**config.mk**
```make
export PLATFORM = sky130hd
export DESIGN_NAME = brushed_motor_bridge_control
export DESIGN_NICKNAME = d
export VERILOG_FILES = /design/src/rtl/bridge_ctrl_pkg.sv /design/src/rtl/trip_filter.sv /design/src/rtl/brushed_motor_bridge_control.sv
export SDC_FILE = /design/constraint.sdc
export NUM_CORES = 1
export LEC_CHECK = 0
export ABC_CLOCK_PERIOD_IN_PS = 7100
export BUFFER_PORTS_ARGS = -buffer_cell sky130_fd_sc_hd__buf_2
export CAP_MARGIN = 20
export CORE_MARGIN = 8
export CORE_UTILIZATION = 60
export CTS_BUF_LIST = sky130_fd_sc_hd__clkbuf_2
export DETAILED_ROUTE_END_ITERATION = 12
export PLACE_DENSITY = 0.81
export SLEW_MARGIN = 5
export SYNTH_ARGS = -nofsm -noshare
export SYNTH_HDL_FRONTEND = slang
export SYNTH_SLANG_ARGS = --single-unit
```
**constraint.sdc**
```tcl
create_clock -name core_clk -period 7.1 [get_ports core_clk]
set_clock_uncertainty 0.1 [all_clocks]
set_input_delay 0.71 -clock core_clk [delete_from_list [all_inputs] [get_ports core_clk]]
set_output_delay 0.71 -clock core_clk [all_outputs]
set_load 0.03 [all_outputs]
```
**src/rtl/bridge_ctrl_pkg.sv**
```systemverilog
/*
  Constants, state encodings and carrier structs for the brushed motor bridge
  control block. Assumes a 250 MHz core clock.
*/
package bridge_ctrl_pkg;

  // ----------------------------------------------------------------------
  // clock and times
  // ----------------------------------------------------------------------
  localparam int CLK_PERIOD_PS = 4000;
  localparam int STANDBY_NOM_NS = 1000000;
  localparam int STANDBY_CYC = STANDBY_NOM_NS * 1000 / CLK_PERIOD_PS;
  localparam int WAKE_MAX_NS = 30000;
  localparam int WAKE_CYC = WAKE_MAX_NS * 1000 / CLK_PERIOD_PS;
  localparam int BLANK_NS = 3600;
  localparam int BLANK_CYC = (BLANK_NS * 1000 + CLK_PERIOD_PS - 1)
                             / CLK_PERIOD_PS;
  localparam int TRIP_BLANK_NS = 400;
  localparam int TRIP_BLANK_CYC = (TRIP_BLANK_NS * 1000 + CLK_PERIOD_PS - 1)
                                  / CLK_PERIOD_PS;
  localparam int DEAD_NS = 200;
  localparam int DEAD_CYC = (DEAD_NS * 1000 + CLK_PERIOD_PS - 1)
                            / CLK_PERIOD_PS;
  localparam int OFF_TIME_CYC_DEFAULT = 5000;
  localparam int FAULT_RECOVER_CYC_DEFAULT = 250000;

  // ----------------------------------------------------------------------
  // widths, trip scaling (reference / 10)
  // ----------------------------------------------------------------------
  localparam int CNT_W = 20;
  localparam int ADC_W = 12;
  localparam int TRIP_DIV = 10;
  localparam int TRIP_LAT_W = 2;

  typedef logic [CNT_W-1:0] count_t;
  typedef logic [ADC_W-1:0] sample_t;

  typedef enum logic [2:0] {
    PH_OFF    = 3'b000,
    PH_CHARGE = 3'b001,
    PH_FAST   = 3'b010,
    PH_SLOW   = 3'b011,
    PH_BRAKE  = 3'b100,
    PH_STBY   = 3'b101,
    PH_WAKE   = 3'b110
  } phase_e;

  typedef struct packed {
    logic upperA;
    logic upperB;
    logic lowerA;
    logic lowerB;
  } gates_s;

  localparam gates_s GATES_OFF = '{default: 1'b0};

endpackage

```
**src/rtl/trip_filter.sv**
```systemverilog
/*
  Trip filter: holds a sensed-current trip for a minimum run of cycles before
  reporting it. Assumes samples synchronous to core_clk.
*/
`timescale 1ns/10ps
module trip_filter
  import bridge_ctrl_pkg::*;
(
  input wire logic core_clk,
  input wire logic rst,
  input wire logic enable,
  input wire sample_t senseLevel,
  input wire sample_t tripLevel,
  output logic tripOut
);

  typedef struct packed {
    logic [7:0] cnt;
    logic trip;
  } filt_s;

  filt_s s_q, s_d;

  always_comb begin
    s_d = s_q;
    s_d.trip = 1'b0;
    if (!enable || senseLevel < tripLevel) begin
      s_d.cnt = 8'h00;
    end else if (s_q.cnt < 8'(TRIP_BLANK_CYC)) begin
      s_d.cnt = s_q.cnt + 8'h01; // RQ8
    end else begin
      s_d.trip = 1'b1;
    end
  end

  always_ff @(posedge core_clk) begin
    if (rst) begin
      s_q <= '0;
    end else begin
      s_q <= s_d;
    end
  end

  assign tripOut = s_q.trip;

endmodule

```
**src/rtl/brushed_motor_bridge_control.sv**
```systemverilog
/*
  Control logic for one full bridge driving a brushed DC motor: input decode,
  standby timer, constant-current chopping with mixed decay, blanking and
  dead time, fault shutdown. Assumes synchronous inputs and digitised sense.
*/
// Function
// RQ1: a high b low forward, reverse mirrors, both high brake, both low off.
// RQ2: both inputs low for the standby delay enters standby.
// RQ3: controller keeps stop intervals at or below minimum standby delay.
// RQ4: controller holds both low at least maximum delay for standby.
// RQ5: controller does not change inputs inside the standby transition window.
// RQ6: input high in standby wakes; outputs follow within wake-up time. Code settles WAKE_CYCLES (default the max); outputs follow 2 cycles later.
// RQ7: trip comparison ignored for blank time after decay to charge.
// RQ8: short blanking near the trip level avoids false trips.
// RQ9: every control input change also starts the spike blank time.
// RQ10: after trip, fixed off time, half fast decay then half slow.
// RQ11: zero current during fast decay turns all switches off.
// RQ12: forward: charge upper a lower b, fast upper b lower a, slow lowers.
// RQ13: reverse current mirrors the switch assignment between a and b.
// RQ14: dead time with switches off at every output switching event.
// RQ15: charge ends when sense reaches reference divided by ten.
// RQ16: any fault turns all switches off; resumes after clear or recovery. Code waits for the clear, then the recovery time.
// RQ17: controller keeps input toggle rate at or below the maximum.
// RQ18: standby timer restarts whenever either input is high.
`timescale 1ns/10ps
module brushed_motor_bridge_control
  import bridge_ctrl_pkg::*;
#(
  parameter int STANDBY_CYCLES = STANDBY_CYC,
  parameter int WAKE_CYCLES = WAKE_CYC,
  parameter int OFF_TIME_CYCLES = OFF_TIME_CYC_DEFAULT,
  parameter int FAULT_RECOVER_CYCLES = FAULT_RECOVER_CYC_DEFAULT
) (
  input wire logic core_clk,
  input wire logic rst,
  input wire logic ctrl_input_a,
  input wire logic ctrl_input_b,
  input wire sample_t current_sense_node,
  input wire sample_t referenceLevel,
  input wire logic zeroCurrent,
  input wire logic overcurrent_detect,
  input wire logic thermal_shutdown_detect,
  input wire logic underVoltage,
  output gates_s bridgeGates,
  output logic bridge_out_a,
  output logic bridge_out_b,
  output logic bridgeOutEnA,
  output logic bridgeOutEnB,
  output logic standbyActive,
  output logic faultActive
);

  // ----------------------------------------------------------------------
  // helpers
  // ----------------------------------------------------------------------
  function automatic gates_s phaseGates(phase_e ph, logic rev);
    gates_s g;
    g = GATES_OFF;
    case (ph)
      PH_CHARGE: begin
        g.upperA = !rev; // RQ12
        g.lowerB = !rev;
        g.upperB = rev; // RQ13
        g.lowerA = rev;
      end
      PH_FAST: begin
        g.upperB = !rev; // RQ12
        g.lowerA = !rev;
        g.upperA = rev; // RQ13
        g.lowerB = rev;
      end
      PH_SLOW, PH_BRAKE: begin
        g.lowerA = 1'b1; // RQ12
        g.lowerB = 1'b1;
      end
      default: g = GATES_OFF;
    endcase
    return g;
  endfunction

  function automatic logic conflict(gates_s a, gates_s b);
    return (a != b) && (a != GATES_OFF);
  endfunction

  // ----------------------------------------------------------------------
  // state
  // ----------------------------------------------------------------------
  typedef struct packed {
    phase_e phase;
    logic rev;
    logic [1:0] inPrev;
    count_t idleCnt;
    count_t phaseCnt;
    count_t blankCnt;
    count_t deadCnt;
    count_t faultCnt;
    logic fault;
    gates_s gates;
    logic outA;
    logic outB;
    logic enA;
    logic enB;
    logic stby;
    logic hiz;
  } ctrl_s;

  ctrl_s s_q, s_d;
  sample_t tripLevel;
  logic tripSeen;
  logic faultIn;
  logic [1:0] inNow;
  gates_s want;

  // reference scaled down by the attenuation ratio
  assign tripLevel = sample_t'(referenceLevel / sample_t'(TRIP_DIV)); // RQ15
  assign faultIn = overcurrent_detect | thermal_shutdown_detect
                   | underVoltage;
  assign inNow = {ctrl_input_a, ctrl_input_b};

  trip_filter u_trip (
    .core_clk(core_clk),
    .rst(rst),
    .enable(s_q.phase == PH_CHARGE && s_q.blankCnt == '0), // RQ7
    .senseLevel(current_sense_node),
    .tripLevel(tripLevel),
    .tripOut(tripSeen)
  );

  // ----------------------------------------------------------------------
  // next state
  // ----------------------------------------------------------------------
  always_comb begin
    s_d = s_q;
    s_d.inPrev = inNow;
    want = GATES_OFF;
    if (s_q.blankCnt != '0) begin
      s_d.blankCnt = s_q.blankCnt - count_t'(1);
    end
    if (inNow != s_q.inPrev) begin
      s_d.blankCnt = count_t'(BLANK_CYC); // RQ9
    end
    // standby timer restarts on any high input
    if (inNow != 2'b00) begin
      s_d.idleCnt = '0; // RQ18
    end else if (s_q.idleCnt < count_t'(STANDBY_CYCLES)) begin
      s_d.idleCnt = s_q.idleCnt + count_t'(1);
    end
    // fault: latch, hold off until clear and recovery time done
    if (faultIn) begin
      s_d.fault = 1'b1; // RQ16
      s_d.faultCnt = '0;
    end else if (s_q.fault) begin
      if (s_q.faultCnt >= count_t'(FAULT_RECOVER_CYCLES)) begin
        s_d.fault = 1'b0; // RQ16
      end else begin
        s_d.faultCnt = s_q.faultCnt + count_t'(1);
      end
    end
    if (s_q.phase != PH_CHARGE && s_q.phase != PH_FAST
        && s_q.phase != PH_SLOW) begin
      s_d.phaseCnt = '0;
    end
    case (s_q.phase)
      PH_STBY: begin
        if (inNow != 2'b00) begin
          s_d.phase = PH_WAKE; // RQ6
          s_d.phaseCnt = '0;
        end
      end
      PH_WAKE: begin
        // wake-up is a fixed settle, equal by default to the max
        if (s_q.phaseCnt >= count_t'(WAKE_CYCLES - 1)) begin
          s_d.phase = PH_OFF; // RQ6
        end else begin
          s_d.phaseCnt = s_q.phaseCnt + count_t'(1);
        end
      end
      PH_FAST: begin
        if (zeroCurrent) begin
          s_d.hiz = 1'b1; // RQ11
        end
        if (s_q.phaseCnt >= count_t'(OFF_TIME_CYCLES / 2 - 1)) begin
          s_d.phase = PH_SLOW; // RQ10
        end
        s_d.phaseCnt = s_q.phaseCnt + count_t'(1);
      end
      PH_SLOW: begin
        if (s_q.phaseCnt >= count_t'(OFF_TIME_CYCLES - 1)) begin
          s_d.phase = PH_CHARGE; // RQ10
          s_d.blankCnt = count_t'(BLANK_CYC); // RQ7
          s_d.phaseCnt = '0;
        end else begin
          s_d.phaseCnt = s_q.phaseCnt + count_t'(1);
        end
      end
      default: begin
        // an input change outranks a trip seen in the same cycle
        if (s_q.phase == PH_CHARGE && tripSeen && inNow == s_q.inPrev) begin
          s_d.phase = PH_FAST; // RQ10
          s_d.phaseCnt = '0;
        end else begin
          case (inNow)
            2'b10: begin
              s_d.rev = 1'b0;
              if (s_q.phase != PH_CHARGE || s_q.rev) begin
                s_d.phase = PH_CHARGE; // RQ1
              end
            end
            2'b01: begin
              s_d.rev = 1'b1;
              if (s_q.phase != PH_CHARGE || !s_q.rev) begin
                s_d.phase = PH_CHARGE; // RQ1
              end
            end
            2'b11: s_d.phase = PH_BRAKE; // RQ1
            default: begin
              s_d.phase = PH_OFF; // RQ1
              if (s_q.idleCnt >= count_t'(STANDBY_CYCLES - 1)) begin
                s_d.phase = PH_STBY; // RQ2
              end
            end
          endcase
        end
      end
    endcase
    // decay phases follow the inputs too, so direct pwm can stop chopping
    if ((s_q.phase == PH_FAST || s_q.phase == PH_SLOW)
        && inNow != s_q.inPrev) begin
      s_d.phase = PH_OFF;
    end
    if (s_d.fault) begin
      s_d.phase = PH_OFF; // RQ16
    end
    s_d.stby = (s_d.phase == PH_STBY || s_d.phase == PH_WAKE);
    // zero current keeps the bridge off for the rest of the off time,
    // so charging never restarts without the decay to charge blanking
    if (s_d.phase != PH_FAST && s_d.phase != PH_SLOW) begin
      s_d.hiz = 1'b0;
    end
    // gate drive with dead time between differing patterns
    want = s_d.hiz ? GATES_OFF : phaseGates(s_d.phase, s_d.rev); // RQ11
    if (s_q.deadCnt != '0) begin
      s_d.deadCnt = s_q.deadCnt - count_t'(1);
      s_d.gates = GATES_OFF; // RQ14
    end else if (conflict(s_q.gates, want)) begin
      s_d.gates = GATES_OFF; // RQ14
      s_d.deadCnt = count_t'(DEAD_CYC - 1);
    end else begin
      s_d.gates = want;
    end
    if (s_d.fault) begin
      s_d.gates = GATES_OFF; // RQ16
    end
    s_d.outA = s_d.gates.upperA;
    s_d.outB = s_d.gates.upperB;
    s_d.enA = s_d.gates.upperA | s_d.gates.lowerA;
    s_d.enB = s_d.gates.upperB | s_d.gates.lowerB;
  end

  always_ff @(posedge core_clk) begin
    if (rst) begin
      s_q <= '0;
    end else begin
      s_q <= s_d;
    end
  end

  assign bridgeGates = s_q.gates;
  assign bridge_out_a = s_q.outA;
  assign bridge_out_b = s_q.outB;
  assign bridgeOutEnA = s_q.enA;
  assign bridgeOutEnB = s_q.enB;
  assign standbyActive = s_q.stby;
  assign faultActive = s_q.fault;

endmodule

```
==> impl_metrics.csv, run 1 <==
group,metric,value,unit
status,status,"complete, no violations",
yosys,syn_area,0.00733,mm2
drt,via_count,6415,
place,gp_congestion,0.910,
clock_network,hold_buffers,0,
drt,ant_nets,0,
timing,setup_violations,0,
global_route,gr-total-overflow,0,
timing,timing.fmax,0.233,GHz
yosys,muxShareOfSynthArea,0.819,%
timing,rsz0062_at_grt,"false",
clock_network,postCtsSetupBuffers,0,
yosys,synth_most_common_cell,"dfxtp_1",
global_route,grt_pass1_vias,5905,
clock_network,numCtsBuffers,17,
global_route,grt_use_met1,23.0,%
timing,layout_setup_ws,2810,ps
drt,wl_per_cell,13.5,um
place,port_buffers,40,
yosys,synthAdderAreaFrac,3.74,%
yosys,avgSynthCellArea,8.01,um2
yosys,synth_top_area_share,33.9,%
yosys,synth-compound-area-share,17.7,%
yosys,synth_top_cells_by_count,"dfxtp_1 (124), nor2_1 (123), nand2_1 (66), a21oi_1 (63), o21ai_0 (41)",
clock_network,clkTransAtPathRegs,170,ps
drt,viasPerCell,5.87,
global_route,grt_use_total,18.8,%
yosys,synth-main-ff-cell,"dfxtp_1",
die,dieArea,0.0160,mm2
worst_setup_path,critPathRequiredTime,7550,ps
drt,drt_first_pass_iters,5,
yosys,ys_async_sr_fraction,0,%
worst_setup_path,cp_common_cell,"a21oi_1",
yosys,synth-seq-area-share,33.9,%
yosys,syn_nets,968,
finish,drive_gt1_share,12.0,%
global_route,grt-busiest-layer,"met2",
drt,drtIter0Drc,342,
timing,fin_crit_sh,60.4,%
place,post-place-ws,2120,ps
yosys,synth_xor_xnor_area_share,8.01,%
yosys,yosys.area.top_type,"dfxtp_1",
job,max_cap_violations,0,
drt,drc,0,
timing,min_period,4290,ps
worst_setup_path,crit_chain,"buf_2 > nor2b_2 > o32ai_1 > a221oi_4 > a21oi_1 > o211ai_1 > nand3_2 > inv_2 > maj3_2 > a211oi_2 > ha_1 > a21oi_1 > o2111ai_1 > and3_1 > a2111oi_0 > and4_1 > nor3_2",
worst_setup_path,cp_max_fo,19,
power_and_ir_drop,p_leak,2.94,nW
timing,slew_violations,0,
yosys,synth_edf_count,0,
yosys,synthCells,915,
global_route,antenna_found_initial,4,
timing,slew_headroom,39.1,%
yosys,ys_ff_latch,124,
clock_network,clock-sinks,124,
yosys,synth_top_family_by_area,"simple AND/OR/NAND/NOR gates",
die,pin_count,42,
die,core_area,0.0120,mm2
worst_setup_path,worst_path_max_delay_cell,"and4_1",
power_and_ir_drop,powerDensity,225,mW/mm2
finish,fin_util,65.2,%
timing,fin_setup_tns,0,ps
yosys,synthSimpleGateAreaFrac,31.3,%
clock_network,htree_levels,4,
clock_network,tritoncts,"built",
power_and_ir_drop,p_total,1.76,mW
clock_network,clk_latency,660,ps
global_route,grtUsageMet2,30.9,%
global_route,grt_pass1_wl,25600,um
timing,worst_slew_pin_slew,905,ps
clock_network,cts-root-buf,"clkbuf_2",
drt,wirelength,14800,um
worst_setup_path,crit_family,"compound AO/OA/AOI/OAI gates",
place,hpwl,10600,um
clock_network,clk_path_buf_depth,2,
yosys,synth_cell_types,87,
worst_setup_path,slowest_delay,570,ps
global_route,grt_max_degree,48,
global_route,grtUsageMet3,5.66,%
yosys,yosys_warnings,0,
timing,report.final.hold_viol_count,0,
worst_setup_path,crit_type,"in2reg",
worst_setup_path,startpoint_type,"primary input",
die,start_util,61.3,%
clock_network,cts_resized,0,
die,die_w,127,um
die,rows,40,
finish,finalNetCount,985,
worst_setup_path,arrival,4740,ps
min_path,hold_path_class,"in2reg",
worst_setup_path,crit_buf_inv,2,
yosys,synth_area_leaders,"dfxtp_1 (34%), nor2_1 (6.3%), a21oi_1 (4.3%), xnor2_1 (4.1%), xor2_1 (3.9%)",
power_and_ir_drop,ir_worst_vdd,0.136,mV
die,chipHeight,127,um
worst_setup_path,cp-end-kind,"flip-flop",
finish,area.growth.synth_to_final,6.40,%
## metrics by stage
stage          hold slack (ps)  std cells  instance area (um2)
6_report                   249       1092                 7800
5_1_grt                    171       1092                 7800
4_1_cts                    205       1090                 7790
3_5_place_dp               344       1059                 7500
3_3_place_gp               333       1059                 7500
2_1_floorplan              322        915                 7330
## routing by layer
metal,wire (um),vias up,part of all wire [%]
met5,31,-,0.21
met4,206,6,1.4
met3,634,19,4.3
met2,6950,114,47
met1,6970,2940,47
li1,-,3336,-
## where the power goes
| part | internal (mW) | leakage (nW) | switching [mW] | total (mW) |
|---|---|---|---|---|
| logic | 0.188 | 1.78 | 0.264 | 0.451 |
| clock network | 0.263 | 0.161 | 0.254 | 0.517 |
| registers | 0.744 | 1.00 | 0.0432 | 0.787 |
| total | 1.19 | 2.94 | 0.561 | 1.76 |
## worst register-to-register path, stage by stage, from the launching register on
cell and delay (ps):
dfxtp_1 360, ha_1 260, o21ai_0 150, a21boi_0 100
o311ai_0 580, a21oi_1 240, nor3b_2 450, nand2_1 110
a2111oi_0 500, a211o_1 180, a21oi_2 60, a31oi_2 440
o32ai_1 140
## sequential cells by signal, indices dropped and copies added, names as in the netlist
| signal | count |
|---|---|
| bridgeOutEnA | 1 |
| standbyActive | 1 |
| bridge_out_a | 1 |
| s_q | 107 |
| u_trip.s_q | 8 |
| bridgeOutEnB | 1 |
| faultActive | 1 |
| bridgeGates | 2 |
| bridge_out_b | 1 |
| u_trip.tripOut | 1 |
## layout make-up
| class | count | area [um2] |
|---|---|---|
| timing repair buffer | 43 | 220 |
| antenna | 1 | 2.50 |
| inverter | 29 | 110 |
| fill | 1058 | 4160 |
| clock buffer | 18 | 90.1 |
| sequential | 124 | 2480 |
| tap | 147 | 184 |
| multi-input combinational | 717 | 4510 |
| clock inverter | 13 | 199 |
## cell usage in the layout (no fill, tap or decap), drive strengths merged, types with 26 or more instances in the layout
cell / synthesis / routed
o21ai: 44 / 44
nor2: 123 / 123
dfxtp: 124 / 124
nand2: 67 / 67
inv: 26 / 26
nand3: 34 / 34
nor3: 48 / 48
xor2: 33 / 33
xnor2: 34 / 34
buf: 17 / 42
a21oi: 64 / 64
## worst paths after layout
| check | from | to | slack [ps] | depth (start not counted) |
|---|---|---|---|---|
| setup / recovery | referenceLevel[7] | u_trip.s_q[6] | 2810 | 17 |
| hold / removal | ctrl_input_b | s_q[111] | 250 | 3 |
| setup reg to reg | s_q[71] | s_q[32] | 3310 | 12 |
| hold reg to reg | s_q[109] | s_q[109] | 360 | 2 |
## kinds of logic (layout without fill, tap and decap cells)
family / count (synthesis) / count (layout)
muxes: 6 / 6
other: 0 / 1
AOI/OAI and AO/OA: 192 / 192
DFF: 124 / 124
buffers and inverters: 74 / 103
xor gates and xnor gates: 67 / 67
and+or+nand+nor: 430 / 430
adders and majority gates: 22 / 22
No activity file was read; power rests on OpenSTA's default activity.
==> run 2: changes to the inputs <==
ABC_CLOCK_PERIOD_IN_PS = 4070   (was 7100)
clock period = 4.07 ns   (was 7.1 ns; I/O delays follow)
==> run 2 against run 1 <==
Die area unchanged. Via count up 4.0%. Hold slack worse by 120 ps. Total power up 65%. Largest cell class unchanged. Highest routed layer is now met4.
==> impl_metrics.csv, run 2 (same netlist as run 1, synthesis figures left out) <==
group,metric,value,unit
timing,rsz0062_at_grt,"false",
global_route,grt_pass1_vias,6187,
die,core_area,0.0120,mm2
place,dp.cells,1099,
place,gp_congestion,0.883,
clock_network,clock-sinks,124,
power_and_ir_drop,intPower,1.89,mW
global_route,antenna_found_initial,0,
global_route,grt_max_degree,28,
place,hpwl,11300,um
power_and_ir_drop,p_sw,994,uW
drt,via_count,6671,
timing,slew_violations,0,
finish,top_register,"s_q",
min_path,hold_path_class,"in2reg",
timing,fin_setup_tns,0,ps
worst_setup_path,cp_max_fo,9,
die,chipHeight,127,um
place,port_buffers,40,
timing,slew_headroom,46.8,%
drt,wirelength,15600,um
timing,report.final.hold_viol_count,0,
timing,worst_slew_pin_slew,792,ps
drt,viasPerCell,5.86,
timing,min_period,3600,ps
power_and_ir_drop,ir_worst_vdd,0.220,mV
worst_setup_path,crit_family,"compound AO/OA/AOI/OAI gates",
die,die_w,127,um
power_and_ir_drop,p_leak,3.14,nW
timing,timing.fmax,0.278,GHz
worst_setup_path,crit_type,"in2reg",
timing,layout_setup_ws,472,ps
finish,layout_common_cells,"dfxtp_1 (124), nor2_1 (123), nand2_1 (66), a21oi_1 (63)",
die,pin_count,42,
die,rows,40,
worst_setup_path,startpoint_type,"primary input",
worst_setup_path,crit_chain,"dlygate4sd3_1 > buf_2 > xor2_1 > nor3b_1 > o31ai_1 > o221ai_1 > o211a_1 > and4_1 > a311oi_2 > xnor2_1 > a21oi_2 > a31oi_2 > and3b_1",
finish,largest_reg_flops,107,
finish,layout_commonest_cell,"dfxtp_1",
die,dieArea,0.0160,mm2
timing,setup_violations,0,
worst_setup_path,slowest_delay,570,ps
place,post-place-ws,-131,ps
finish,antenna_cells,0,
drt,drtIter0Drc,387,
clock_network,cts-root-buf,"clkbuf_2",
power_and_ir_drop,power_frac_clock,23.3,%
finish,fin_cells,1139,
global_route,grt_pass1_wl,27100,um
finish,area.growth.synth_to_final,10.6,%
worst_setup_path,arrival,4150,ps
drt,drt_first_pass_iters,5,
finish,finalNetCount,1032,
clock_network,numCtsBuffers,17,
finish,drive_gt1_share,15.4,%
timing,fin_crit_sh,88.4,%
worst_setup_path,crit_buf_inv,2,
drt,drc,0,
job,max_cap_violations,0,
power_and_ir_drop,switching_share,34.4,%
worst_setup_path,worst_path_max_delay_cell,"o31ai_1",
clock_network,clk_latency,690,ps
power_and_ir_drop,combPwrFrac,29.2,%
worst_setup_path,cp-end-kind,"flip-flop",
worst_setup_path,critPathRequiredTime,4620,ps
clock_network,clkTransAtPathRegs,190,ps
power_and_ir_drop,sequentialPowerShare,47.4,%
global_route,grt_use_total,20.0,%
status,status,"complete, no violations",
finish,fill_cells,1023,
clock_network,tritoncts,"built",
drt,wl_per_cell,13.7,um
drt,ant_nets,0,
clock_network,htree_levels,4,
global_route,gr-total-overflow,0,
power_and_ir_drop,powerDensity,356,mW/mm2
die,start_util,61.3,%
clock_network,clk_path_buf_depth,2,
run 2: changes by cell type in the layout (fill, tap and decap cells not counted):
cell,before,now
buf_4,2,40
dlygate4sd3_1,0,8
bufinv_16,5,1
buf_12,0,2
clkinv_2,3,5
clkinv_1,4,5
diode_2,1,0
inv_6,0,1
o21ai_0,40,39
o21ai_2,0,1
run 2: worst paths after layout:
path | from | endpoint | depth (start not counted) | slack (ps)
hold reg to reg | s_q[109] | s_q[109] | 2 | 360
setup reg to reg | s_q[86] | s_q[36] | 11 | 470
hold / removal | thermal_shutdown_detect | s_q[115] | 4 | 130
setup / recovery | ctrl_input_b | s_q[36] | 13 | 470
run 2: worst min-delay path, cell delays in order:
cell      delay [ps]
buf_2            100
nor3_1            80
o211ai_1         230
nor3_1            80
run 2: layout make-up:
cell class              count  area [um2]  share of cell area, %
clock buffers              19        95.1                   1.17
clock inverters            13         101                   1.25
inverters                  29         110                   1.36
multi-input cells         717        4510                   55.7
flip-flops and latches    124        2480                   30.6
well taps                 147         184                   2.27
repair buffers             90         621                   7.65
run 2: power groups by stage:
stage	clock network [mW]	registers, mW	logic (mW)
3_5_place_dp	0	1.39	0.835
5_1_grt	0.758	1.39	0.957
2_1_floorplan	0	1.38	0.650
6_report	0.674	1.37	0.845
4_1_cts	0.701	1.37	0.845
3_3_place_gp	0	1.39	0.817
run 2: routing by layer:
layer,wire [um],up-vias,GRT usage (%)
met5,0,-,0
met4,257,0,7.01
met3,680,29,5.11
met2,7490,136,33.5
met1,7190,3095,24.3
li1,-,3411,-
run 2: what timing repair did:
item,in CTS,in global routing
hold endpoints to repair,9,0
endpoints found under the setup margin,0,0
buffers inserted,0,0
hold buffers,8,0
gates resized for setup,0,0
run 2: through the flow:
step / power (mW) / util (%) / hold slack (ps) / area [um2]
2_1_floorplan: 2.03 / - / 322 / 7330
4_1_cts: 2.92 / 67.8 / 34.8 / 8110
3_5_place_dp: 2.23 / 65.5 / 339 / 7830
3_3_place_gp: 2.21 / 65.5 / 334 / 7830
6_report: 2.89 / 67.8 / 130 / 8110
5_1_grt: 3.10 / 67.8 / 82.4 / 8110
